**config.mk**
```make
export PLATFORM = sky130hd
export DESIGN_NAME = dglp_cfg_top
export DESIGN_NICKNAME = d
export VERILOG_FILES = /design/src/common/dglp_pkg.sv /design/src/rtl/dglp_gain_sat.sv /design/src/rtl/dglp_cfg_top.sv
export VERILOG_INCLUDE_DIRS = /design/src /design/src/common
export SDC_FILE = /design/constraint.sdc
export NUM_CORES = 1
export LEC_CHECK = 0
export BUFFER_PORTS_ARGS = -buffer_cell sky130_fd_sc_hd__buf_4
export CAP_MARGIN = 10
export CORE_MARGIN = 4
export CORE_UTILIZATION = 50
export DETAILED_ROUTE_END_ITERATION = 8
export PLACE_DENSITY = 0.88
export SYNTH_ARGS = -nofsm -noshare
export SYNTH_HDL_FRONTEND = slang
export SYNTH_HIERARCHICAL = 1
export SYNTH_SLANG_ARGS = --single-unit
```
**constraint.sdc**
```tcl
create_clock -name clk_i -period 3.01 [get_ports clk_i]
set_input_delay 0.7525 -clock clk_i [delete_from_list [all_inputs] [get_ports clk_i]]
set_output_delay 0.7525 -clock clk_i [all_outputs]
set_load 0.005 [all_outputs]
```
**src/common/dglp_consts.svh**
```systemverilog
// Constants of the DDC gain, latency and test pattern configuration bank.
// Assumes byte-wide registers reached at their own offsets.
`ifndef DGLP_CONSTS_SVH
`define DGLP_CONSTS_SVH

// Register offsets
`define DGLP_OFS_GAIN_FIRST 8'h14
`define DGLP_OFS_GAIN_SECOND 8'h16
`define DGLP_OFS_LATENCY 8'h1e
`define DGLP_OFS_GAIN_WIDE 8'h1f
`define DGLP_OFS_PAT_ONE_LO 8'h33
`define DGLP_OFS_PAT_ONE_HI 8'h34
`define DGLP_OFS_PAT_TWO_LO 8'h35
`define DGLP_OFS_PAT_TWO_HI 8'h36
`define DGLP_OFS_PAT_SEL 8'h37

// Field positions
`define DGLP_GAIN_BIT 0
`define DGLP_LAT_MSB 6
`define DGLP_LAT_LSB 4
`define DGLP_SEL_MSB 3
`define DGLP_SEL_LSB 0

// Reset values
`define DGLP_RST_BIT 1'b0
`define DGLP_RST_LAT 3'h0
`define DGLP_RST_WORD 16'h0000
`define DGLP_RST_SEL 4'h0
`define DGLP_RST_BYTE 8'h00

// Fixed output words
`define DGLP_WORD_ZEROS 16'h0000
`define DGLP_WORD_ONES 16'hffff
`define DGLP_WORD_DESKEW 16'haaaa

// Latency register values software writes per complex decimation factor
`define DGLP_LAT_DEC_24_32 8'h10
`define DGLP_LAT_DEC_16_20 8'h20
`define DGLP_LAT_DEC_6_12 8'h40
`define DGLP_LAT_DEC_4_10 8'h50

`endif

```
**src/common/dglp_pkg.sv**
```systemverilog
// Types shared by the DDC gain, latency and test pattern configuration bank.
// Assumes 16-bit two's complement I and Q sample words.
package dglp_pkg;

    // One complex output sample of a DDC
    typedef struct packed {
        logic [15:0] i; // In-phase word
        logic [15:0] q; // Quadrature word
    } dglp_iq_s;

    // Test pattern selector codes
    typedef enum logic [3:0] {
        DGLP_TP_NORMAL = 4'h0, // Converter data
        DGLP_TP_ZEROS = 4'h1, // All zeros
        DGLP_TP_ONES = 4'h2, // All ones
        DGLP_TP_SINGLE = 4'h6, // First user pattern
        DGLP_TP_DOUBLE = 4'h7, // Both user patterns in turn
        DGLP_TP_DESKEW = 4'h8 // Fixed deskew word
    } dglp_tp_e;

endpackage

```
**src/rtl/dglp_gain_sat.sv**
```systemverilog
// Optional doubling of one two's complement sample with saturation.
// Assumes a purely combinational use; the caller registers the result.
`timescale 1ns/100ps
module dglp_gain_sat #(
    parameter int W = 16 // Sample width
) (
    input wire logic [W-1:0] samp_i, // Sample in
    input wire logic dbl_i, // Apply doubling
    output logic [W-1:0] samp_o // Sample out
);

    logic ovf; // Doubling would leave the word range

    // Top two bits differ: the doubled value does not fit
    assign ovf = samp_i[W-1] ^ samp_i[W-2];

    // Pass, double, or clamp to full scale instead of wrapping
    always_comb begin
        if (!dbl_i) begin
            // No added gain
            samp_o = samp_i;
        end else if (ovf) begin
            // Clamp to the extreme of the input's sign
            if (samp_i[W-1]) begin
                samp_o = {1'b1, {(W-1){1'b0}}};
            end else begin
                samp_o = {1'b0, {(W-1){1'b1}}};
            end
        end else begin
            // Shift left by one is the doubling
            samp_o = {samp_i[W-2:0], 1'b0};
        end
    end

endmodule

```
**src/rtl/dglp_cfg_top.sv**
```systemverilog
// Configuration bank for DDC output gain, latency alignment and test
// patterns, with the output stage these settings steer.
// Assumes sample inputs and the path select come from logic on clk_i.
//
// Chosen here: strobed register access.
`timescale 1ns/100ps
`include "dglp_consts.svh"
module dglp_cfg_top
    import dglp_pkg::*;
(
    input wire logic clk_i, // 10 MHz clock
    input wire logic rst_n_i, // Synchronous reset, active low
    input wire logic [7:0] reg_addr_i, // Register offset
    input wire logic [7:0] reg_wdata_i, // Write data
    input wire logic reg_wr_i, // Write strobe
    input wire logic reg_rd_i, // Read strobe
    output logic [7:0] reg_rdata_o, // Read data, cycle after strobe
    input wire logic wideband_path_i, // Divide-by-4 or -6 path in use
    input wire logic samp_valid_i, // Sample words valid
    input wire dglp_iq_s ddc0_samp_i, // First DDC sample
    input wire dglp_iq_s ddc1_samp_i, // Second DDC sample
    output logic samp_valid_o, // Output words valid
    output dglp_iq_s ddc0_samp_o, // First DDC output
    output dglp_iq_s ddc1_samp_o, // Second DDC output
    output logic [2:0] latency_alignment_setting_o // To latency alignment
);

    localparam int LANES = 4; // I and Q of two DDCs

    logic first_ddc_double_gain_q; // First DDC doubling
    logic second_ddc_double_gain_q; // Second DDC doubling
    logic wideband_path_double_gain_q; // Wideband path doubling
    logic [2:0] latency_alignment_setting_q; // Latency alignment
    logic [15:0] user_pattern_one_q; // First user pattern
    logic [15:0] user_pattern_two_q; // Second user pattern
    dglp_tp_e pat_sel_q; // Test pattern selector
    logic alt_q; // Second pattern due next sample
    logic [7:0] rdata_q; // Read data register
    logic valid_q; // Output valid register
    logic [15:0] samp_q [LANES]; // Output word registers
    logic [15:0] lane_in [LANES]; // Input words per lane
    logic dbl_first; // Effective doubling, first DDC
    logic dbl_second; // Effective doubling, second DDC

    // Write strobes per register
    logic wr_gain_first;
    logic wr_gain_second;
    logic wr_latency;
    logic wr_gain_wide;
    logic wr_sel;

    assign wr_gain_first = reg_wr_i && (reg_addr_i == `DGLP_OFS_GAIN_FIRST);
    assign wr_gain_second = reg_wr_i && (reg_addr_i == `DGLP_OFS_GAIN_SECOND);
    assign wr_latency = reg_wr_i && (reg_addr_i == `DGLP_OFS_LATENCY);
    assign wr_gain_wide = reg_wr_i && (reg_addr_i == `DGLP_OFS_GAIN_WIDE);
    assign wr_sel = reg_wr_i && (reg_addr_i == `DGLP_OFS_PAT_SEL);

    // Gain bits; reserved bits of the byte are not stored
    always_ff @(posedge clk_i) begin
        if (!rst_n_i) begin
            first_ddc_double_gain_q <= `DGLP_RST_BIT;
            second_ddc_double_gain_q <= `DGLP_RST_BIT;
            wideband_path_double_gain_q <= `DGLP_RST_BIT;
        end else begin
            if (wr_gain_first) begin
                first_ddc_double_gain_q <= reg_wdata_i[`DGLP_GAIN_BIT];
            end
            if (wr_gain_second) begin
                second_ddc_double_gain_q <= reg_wdata_i[`DGLP_GAIN_BIT];
            end
            if (wr_gain_wide) begin
                wideband_path_double_gain_q <=
                    reg_wdata_i[`DGLP_GAIN_BIT];
            end
        end
    end

    // Latency alignment field, bits 6 to 4
    always_ff @(posedge clk_i) begin
        if (!rst_n_i) begin
            latency_alignment_setting_q <= `DGLP_RST_LAT;
        end else if (wr_latency) begin
            latency_alignment_setting_q <=
                reg_wdata_i[`DGLP_LAT_MSB:`DGLP_LAT_LSB];
        end
    end

    assign latency_alignment_setting_o = latency_alignment_setting_q;

    // User patterns, assembled from low and high byte registers
    always_ff @(posedge clk_i) begin
        if (!rst_n_i) begin
            user_pattern_one_q <= `DGLP_RST_WORD;
            user_pattern_two_q <= `DGLP_RST_WORD;
        end else if (reg_wr_i) begin
            case (reg_addr_i)
                `DGLP_OFS_PAT_ONE_LO: begin
                    user_pattern_one_q[7:0] <= reg_wdata_i;
                end
                `DGLP_OFS_PAT_ONE_HI: begin
                    user_pattern_one_q[15:8] <= reg_wdata_i;
                end
                `DGLP_OFS_PAT_TWO_LO: begin
                    user_pattern_two_q[7:0] <= reg_wdata_i;
                end
                `DGLP_OFS_PAT_TWO_HI: begin
                    user_pattern_two_q[15:8] <= reg_wdata_i;
                end
                default: begin
                    // Other offsets leave the patterns alone
                end
            endcase
        end
    end

    // Selector, low nibble only
    always_ff @(posedge clk_i) begin
        if (!rst_n_i) begin
            pat_sel_q <= dglp_tp_e'(`DGLP_RST_SEL);
        end else if (wr_sel) begin
            pat_sel_q <=
                dglp_tp_e'(reg_wdata_i[`DGLP_SEL_MSB:`DGLP_SEL_LSB]);
        end
    end

    // Read data: valid only in the cycle after the strobe, else zero
    always_ff @(posedge clk_i) begin
        if (!rst_n_i) begin
            rdata_q <= `DGLP_RST_BYTE;
        end else if (reg_rd_i) begin
            case (reg_addr_i)
                `DGLP_OFS_GAIN_FIRST: begin
                    rdata_q <= {7'h00, first_ddc_double_gain_q};
                end
                `DGLP_OFS_GAIN_SECOND: begin
                    rdata_q <= {7'h00, second_ddc_double_gain_q};
                end
                `DGLP_OFS_LATENCY: begin
                    rdata_q <= {1'b0, latency_alignment_setting_q, 4'h0};
                end
                `DGLP_OFS_GAIN_WIDE: begin
                    rdata_q <= {7'h00, wideband_path_double_gain_q};
                end
                `DGLP_OFS_PAT_ONE_LO: begin
                    rdata_q <= user_pattern_one_q[7:0];
                end
                `DGLP_OFS_PAT_ONE_HI: begin
                    rdata_q <= user_pattern_one_q[15:8];
                end
                `DGLP_OFS_PAT_TWO_LO: begin
                    rdata_q <= user_pattern_two_q[7:0];
                end
                `DGLP_OFS_PAT_TWO_HI: begin
                    rdata_q <= user_pattern_two_q[15:8];
                end
                `DGLP_OFS_PAT_SEL: begin
                    rdata_q <= {4'h0, pat_sel_q};
                end
                default: begin
                    // Unmapped offset reads zero
                    rdata_q <= `DGLP_RST_BYTE;
                end
            endcase
        end else begin
            rdata_q <= `DGLP_RST_BYTE;
        end
    end

    assign reg_rdata_o = rdata_q;

    // Wideband path takes its own gain; per-DDC bits do not reach it
    assign dbl_first = wideband_path_i ? wideband_path_double_gain_q
                                       : first_ddc_double_gain_q;
    assign dbl_second = wideband_path_i ? wideband_path_double_gain_q
                                        : second_ddc_double_gain_q;

    // Lane order: first I, first Q, second I, second Q
    assign lane_in[0] = ddc0_samp_i.i;
    assign lane_in[1] = ddc0_samp_i.q;
    assign lane_in[2] = ddc1_samp_i.i;
    assign lane_in[3] = ddc1_samp_i.q;

    // Alternation between the two user patterns, per taken sample
    always_ff @(posedge clk_i) begin
        if (!rst_n_i) begin
            alt_q <= 1'b0;
        end else if (pat_sel_q != DGLP_TP_DOUBLE) begin
            // Restart on the first pattern when the mode is entered
            alt_q <= 1'b0;
        end else if (samp_valid_i) begin
            alt_q <= ~alt_q;
        end
    end

    // Output valid follows input valid by one cycle
    always_ff @(posedge clk_i) begin
        if (!rst_n_i) begin
            valid_q <= 1'b0;
        end else begin
            valid_q <= samp_valid_i;
        end
    end

    assign samp_valid_o = valid_q;

    // Per-lane gain and pattern selection
    for (genvar g = 0; g < LANES; g++) begin : g_lane
        logic [15:0] gained; // Lane word after gain
        logic [15:0] word_d; // Lane word to register

        dglp_gain_sat #(
            .W(16)
        ) u_gain (
            .samp_i(lane_in[g]),
            .dbl_i((g < 2) ? dbl_first : dbl_second),
            .samp_o(gained)
        );

        // Pattern mux; unlisted codes fall back to converter data
        always_comb begin
            case (pat_sel_q)
                DGLP_TP_ZEROS: word_d = `DGLP_WORD_ZEROS;
                DGLP_TP_ONES: word_d = `DGLP_WORD_ONES;
                DGLP_TP_SINGLE: word_d = user_pattern_one_q;
                DGLP_TP_DOUBLE: begin
                    word_d = alt_q ? user_pattern_two_q
                                   : user_pattern_one_q;
                end
                DGLP_TP_DESKEW: word_d = `DGLP_WORD_DESKEW;
                default: word_d = gained;
            endcase
        end

        // Output word register, loaded on each valid sample
        always_ff @(posedge clk_i) begin
            if (!rst_n_i) begin
                samp_q[g] <= `DGLP_RST_WORD;
            end else if (samp_valid_i) begin
                samp_q[g] <= word_d;
            end
        end
    end

    assign ddc0_samp_o = {samp_q[0], samp_q[1]};
    assign ddc1_samp_o = {samp_q[2], samp_q[3]};
endmodule

```
==> results of run 1 <==
==> synthesized netlist by cell type, drive strengths merged <==
cell type  count
a21boi        19
a21o           1
a21oi         79
a22o           4
a22oi          4
a31o          56
a31oi          1
a32o           5
and2           2
and3           1
buf           39
clkbuf        26
dfxtp         52
edfxtp        64
ha            12
inv           22
mux2           7
mux2i         43
mux4           1
nand2         15
nand2b        68
nand3         87
nand3b         8
nand4          2
nor2           6
nor2b         99
nor3           5
nor3b          5
nor4           3
o2111ai        1
o21a           8
o21ai         22
o21bai         1
o32ai          1
or2            1
or2b           4
or3b           2
or4b           1
xor2           1
==> tightest hold or removal path, stage by stage, from the launching register on <==
cell and delay (ns):
dfxtp_1 0.32, nand2_1 0.06, a21boi_0 0.06
==> area by class of cell <==
class                   count  area (sq um)  area share
clock buffers              24           472      0.0515
clock inverters             7          35.0     0.00383
inverters                  22          82.6     0.00902
multi-input cells         575          3950       0.432
flip-flops and latches    116          2960       0.324
well taps                 180           225      0.0246
repair buffers            183          1420       0.156
==> cell families after synthesis <==
| group | after synthesis |
|---|---|
| AO/OA/AOI/OAI | 202 |
| flip-flops | 116 |
| buffers and inverters | 87 |
| adder cells (fa/ha/maj) | 12 |
| AND/OR/NAND/NOR | 309 |
| multiplexers | 51 |
| XOR/XNOR | 1 |
==> flip-flops by register name, indices dropped and copies added (netlist names), 3 cells and up <==
name and count:
samp_q 64, user_pattern_one_q 16, user_pattern_two_q 16, reg_rdata_o 8, pat_sel_q 4, latency_alignment_setting_o 3
==> path summary, 6_finish.rpt <==
| path | start | endpoint | cells past startpoint |
|---|---|---|---|
| max | alt_q | samp_q[0][13] | 4 |
| min | user_pattern_two_q[2] | user_pattern_two_q[2] | 2 |
| max reg2reg | alt_q | samp_q[0][13] | 4 |
| min reg2reg | user_pattern_two_q[2] | user_pattern_two_q[2] | 2 |
==> metrics by stage <==
stage                     utilization  hold WS [ns]  power (mW)  setup slack [ns]
after global routing            0.649         0.524        4.17             0.608
final                           0.649         0.496        4.03             0.694
after detailed placement        0.614         0.481        2.31             0.586
after CTS                       0.649         0.495        4.04             0.745
after global placement          0.614         0.476        2.29             0.654
after floorplan                     -         0.453        2.06             0.160
==> metal layers <==
metal	vias up	wire (um)	global-route usage
met1	3120	8290	0.329
met5	-	0	0
met3	46	2380	0.0531
met4	0	624	0.103
li1	3071	-	-
met2	407	10200	0.405
==> power groups by stage <==
stage          combinational (mW)  clock, mW  sequential (mW)
5_1_grt                     0.568       1.84             1.76
3_5_place_dp                0.519          0             1.79
4_1_cts                     0.522       1.77             1.76
6_report                    0.523       1.75             1.76
2_1_floorplan               0.269          0             1.79
3_3_place_gp                0.506          0             1.79
==> impl_metrics.ini, run 1 <==
[floorplan]
placementRows = 43
core_area_sq_um = 14100
initial_utilization = 0.518
fp.dieArea_sq_um = 16600
boundaryPins = 162
die_width_um = 129
dieHeight_um = 129

[routing]
first_pass_iters = 5
drc = 0
wl_per_cell_um = 19.4
vias = 6644
routed_wl_mm = 21.5
routed_via_density = 6.00
ant_nets = 0
drtIter0Drc = 722

[pwr]
vdd_ir_drop_max_uv = 435
seq_power_share = 0.436
p_switching_uw = 954
clock_power_share = 0.435
p_int_mw = 3.08
swShare = 0.237
cellLeakagePower_nw = 3.77
p_per_area_nw_per_um2 = 440
p_comb_frac = 0.130

[synthesis]
yosysTopAreaCell = edfxtp_1
yosysSeqAreaShare = 0.405
synth_xor_area_frac = 0.00120
synth_simple_gate_area_share = 0.256
yosys_warnings = 6
syn_area_per_cell_sq_um = 9.39
synth_compound_area_frac = 0.185
synth.area.top_cells = edfxtp_1, dfxtp_1, nor2b_1
synthCells = 778
syn-cell-area_sq_um = 7310
synth_nets = 876
ys_ff_latch = 116
synth.distinct_cells = 49
synth.area.mux_share = 0.0728
synth_top_area_share = 0.263
synth_top_family_by_area = simple AND/OR/NAND/NOR gates
synth-adder-area-share = 0.0205

[placed_design]
globalplace.congestion = 0.858
portBuffers = 161
hpwl_mm = 14.8
place_area_sq_um = 8650
dpl.cell_count = 1076

[critical_path]
crit_path_max_incr_delay_ns = 0.68
crit_path_cell_trace = nand2_1 -> mux2i_1 -> o21a_1 -> a21oi_1
critical_path_class = register to register
worst_setup_path_end_kind = register
path_max_fanout = 18
crit_family = flip-flops
arrival_ns = 2.46
ff2ff_setup_slack_ns = 0.69
path_buf_inv = 0
slowest_stage = dfxtp_1
worstPathRequired_ns = 3.16
startpoint_type = register

[global_routing]
grt_use_total = 0.251
overflow = 0
antenna_found_initial = 0
grt_max_degree = 65
grt_pass1_vias = 6123
grt_pass1_wl_mm = 32.6

[clock_network]
cts_root_buf = clkbuf_16
cts_max_path_buffers = 2
post_cts_buffers = 0
cts_buffers = 17
cts-resized-gates = 0
cts.clk_slew.worst_paths_ns = 0.05
cts_hold_buf = 0
cts_tree = done
clk_latency_ns = 0.42
clock-sinks = 116
htreeDepth = 4

[final_layout]
syn2layout_area_growth_pct = 25.3
final_common_cell = buf_4
fillers = 1087
post_route_cells_drive_above_1_share = 0.261
nets = 1013
antennaDiodeCount = 0
finalNonFillerCells = 1107
fin_area_sq_um = 9160
mostFrequentLayoutCells = buf_4, nor2b_1, nand3_1, a21oi_1, edfxtp_1

[timing]
report.final.slew_viol_count = 0
fin_skew_ns = 0.00800
fin_setup_tns_ns = 0
fin_crit_sh = 0.769
rsz0062_at_grt = no
setup_viol = 0
relSlewSlack = 0.436
tightest_slew_ns = 0.844
min_period_ns = 2.32
fmax_ghz = 0.432
hold_viol = 0

[flow_run]
maxCapViolCount = 0

[outcome]
status = finished clean

[min_path]
hold_class = register to register
(Power assumes the default switching activity.)
==> run 2: changes to the inputs <==
ABC_AREA = 1   (was not set)
CORE_UTILIZATION = 51   (was 50)
PLACE_DENSITY = 0.89   (was 0.88)
clock period = 2 ns   (was 3.01 ns; I/O delays follow)
==> impl_metrics.ini, run 2 <==
[global_routing]
grt_max_degree = 66
overflow = 0
grt_pass1_wl_mm = 35.9
grt_use_total = 0.254
grt_pass1_vias = 6868
antenna_found_initial = 0

[pwr]
p_int_mw = 5.05
cellLeakagePower_nw = 4.42
power_mw = 6.66
seq_power_share = 0.400
vdd_ir_drop_max_uv = 724
p_switching_mw = 1.61
p_per_area_nw_per_um2 = 694
p_comb_frac = 0.134
clock_power_share = 0.466
swShare = 0.242

[final_layout]
fin_area_sq_um = 9600
antennaDiodeCount = 0
nets = 1258
syn2layout_area_growth_pct = 21.4
largest_register_ffs = 64
post_route_cells_drive_above_1_share = 0.317
top_register = samp_q
mostFrequentLayoutCells = nand2_1, buf_4, o21ai_1, a21oi_1, nand3_1
reg.largest.list = samp_q (64), user_pattern_one_q (16), user_pattern_two_q (16)
finalNonFillerCells = 1361
final_common_cell = nand2_1

[timing]
min_period_ns = 1.88
rsz0062_at_grt = no
relSlewSlack = 0.562
setup_viol = 0
fin_crit_sh = 0.941
fin_ws_ns = 0.119
fin_skew_ns = 0.0138
hold_viol = 0
tightest_slew_ns = 0.654
report.final.slew_viol_count = 0
fin_setup_tns_ns = 0
fmax_ghz = 0.531

[synthesis]
ys_ff_latch = 116
synth_ff_type = edfxtp_1
yosys_warnings = 6
synth_top_area_share = 0.243
yosysMostFrequentCell = nand2_1
synth.distinct_cells = 36
synth.area.top_cells = edfxtp_1, nand2_1, dfxtp_1
synthCells = 1011
synth_edf_count = 64
syn_area_per_cell_sq_um = 7.82
yosysSeqAreaShare = 0.375
synthTopCellsByCount = nand2_1, o21ai_1, a21oi_1, nand3_1, edfxtp_1
synth_nets = 1109
async_flop_share = 0
syn-cell-area_sq_um = 7910
yosysTopAreaCell = edfxtp_1

[critical_path]
crit_path_max_incr_delay_ns = 0.46
worst_setup_path_end_kind = register
slowest_stage = dfxtp_1
crit_path_cell_trace = nor2_2 -> nand3_2 -> o21a_4 -> buf_4 -> nand3_2 -> a21oi_1
path_buf_inv = 1
arrival_ns = 2.14
startpoint_type = register
critical_path_class = register to register
worstPathRequired_ns = 2.26
path_max_fanout = 27
crit_family = compound AO/OA/AOI/OAI gates
path_common_cell = nand3_2

[routing]
vias = 7625
first_pass_iters = 5
drc = 0
wl_per_cell_um = 16.9
routed_wl_mm = 23.0
drtIter0Drc = 1115
routed_via_density = 5.60
ant_nets = 0

[placed_design]
hpwl_mm = 16.4
portBuffers = 161
dpl.cell_count = 1329
globalplace.congestion = 0.936
pre_cts_ws_ns = 0.111
place_area_sq_um = 9000

[clock_network]
post_cts_buffers = 0
cts-resized-gates = 0
clock-sinks = 116
cts_max_path_buffers = 2
cts.clk_slew.worst_paths_ns = 0.05
cts_buffers = 17
cts_root_buf = clkbuf_16
cts_tree = done
clk_latency_ns = 0.42
cts_hold_buf = 0
htreeDepth = 4

[floorplan]
initial_utilization = 0.520
placementRows = 45
core_area_sq_um = 15200
dieHeight_um = 133
boundaryPins = 162
fp.dieArea_sq_um = 17600
die_width_um = 133

[min_path]
hold_class = input pin to register

[outcome]
status = finished clean

[flow_run]
maxCapViolCount = 0
==> run 2: cell count changes in the layout (fill, tap and decap cells not counted), moves of 22 or more <==
cell	change
nand2b_1	-63
a21oi_2	+35
nand3_2	+61
mux2i_1	-43
a31o_1	-48
nor2_1	+26
o21ai_1	+71
nor2b_1	-99
inv_1	+22
nand2_1	+334
==> run 2: metal layers <==
metal / vias up / wire [um] / global-route usage
met5: - / 0 / 0
met4: 0 / 704 / 0.0947
met1: 3454 / 9150 / 0.332
met3: 66 / 2180 / 0.0555
met2: 445 / 10900 / 0.413
li1: 3660 / - / -
==> run 2: worst paths after layout <==
kind	startpoint	endpoint	slack [ns]	depth (start not counted)
setup / recovery	pat_sel_q[1]	samp_q[1][5]	0.12	6
hold / removal	reg_wdata_i[2]	pat_sel_q[2]	0.39	3
setup reg to reg	pat_sel_q[1]	samp_q[1][5]	0.12	6
hold reg to reg	latency_alignment_setting_o[0]	latency_alignment_setting_o[0]	0.47	2
==> run 2: logic make-up after synthesis <==
| kind of cell | after synthesis | synth area share |
|---|---|---|
| simple gates | 533 | 0.322 |
| compound gates | 219 | 0.161 |
| buf+inv | 131 | 0.123 |
| flops | 116 | 0.375 |
| fa+ha+maj | 12 | 0.0190 |
==> run 2: per-stage QoR <==
| stage | util | hold slack, ns |
|---|---|---|
| 6_report | 0.632 | 0.393 |
| 5_1_grt | 0.632 | 0.392 |
| 4_1_cts | 0.632 | 0.379 |
| 3_5_place_dp | 0.592 | 0.456 |
| 3_3_place_gp | 0.592 | 0.449 |
| 2_1_floorplan | - | 0.437 |
==> run 2: power groups by stage <==
| stage | clock (mW) | sequential, mW | combinational [mW] |
|---|---|---|---|
| floorplan | 0 | 2.71 | 0.532 |
| global placement | 0 | 2.71 | 0.862 |
| detailed placement | 0 | 2.71 | 0.887 |
| CTS | 3.11 | 2.66 | 0.893 |
| global route | 3.24 | 2.67 | 0.985 |
| finish | 3.10 | 2.66 | 0.896 |
==> run 2: cell type report <==
class                   count  area [sq um]
clock buffers              22           464
flip-flops and latches    116          2960
fillers                  1254          5600
multi-input cells         764          3990
clock inverters            10           133
well taps                 188           235
inverters                  64           250
repair buffers            197          1570
==> run 2: worst register-to-register path: cells and delay by family (launching register included) <==
family	cells	cell delay, ns
buffers and inverters	1	0.35
DFF	1	0.46
AOI/OAI and AO/OA	2	0.59
and+or+nand+nor	3	0.33
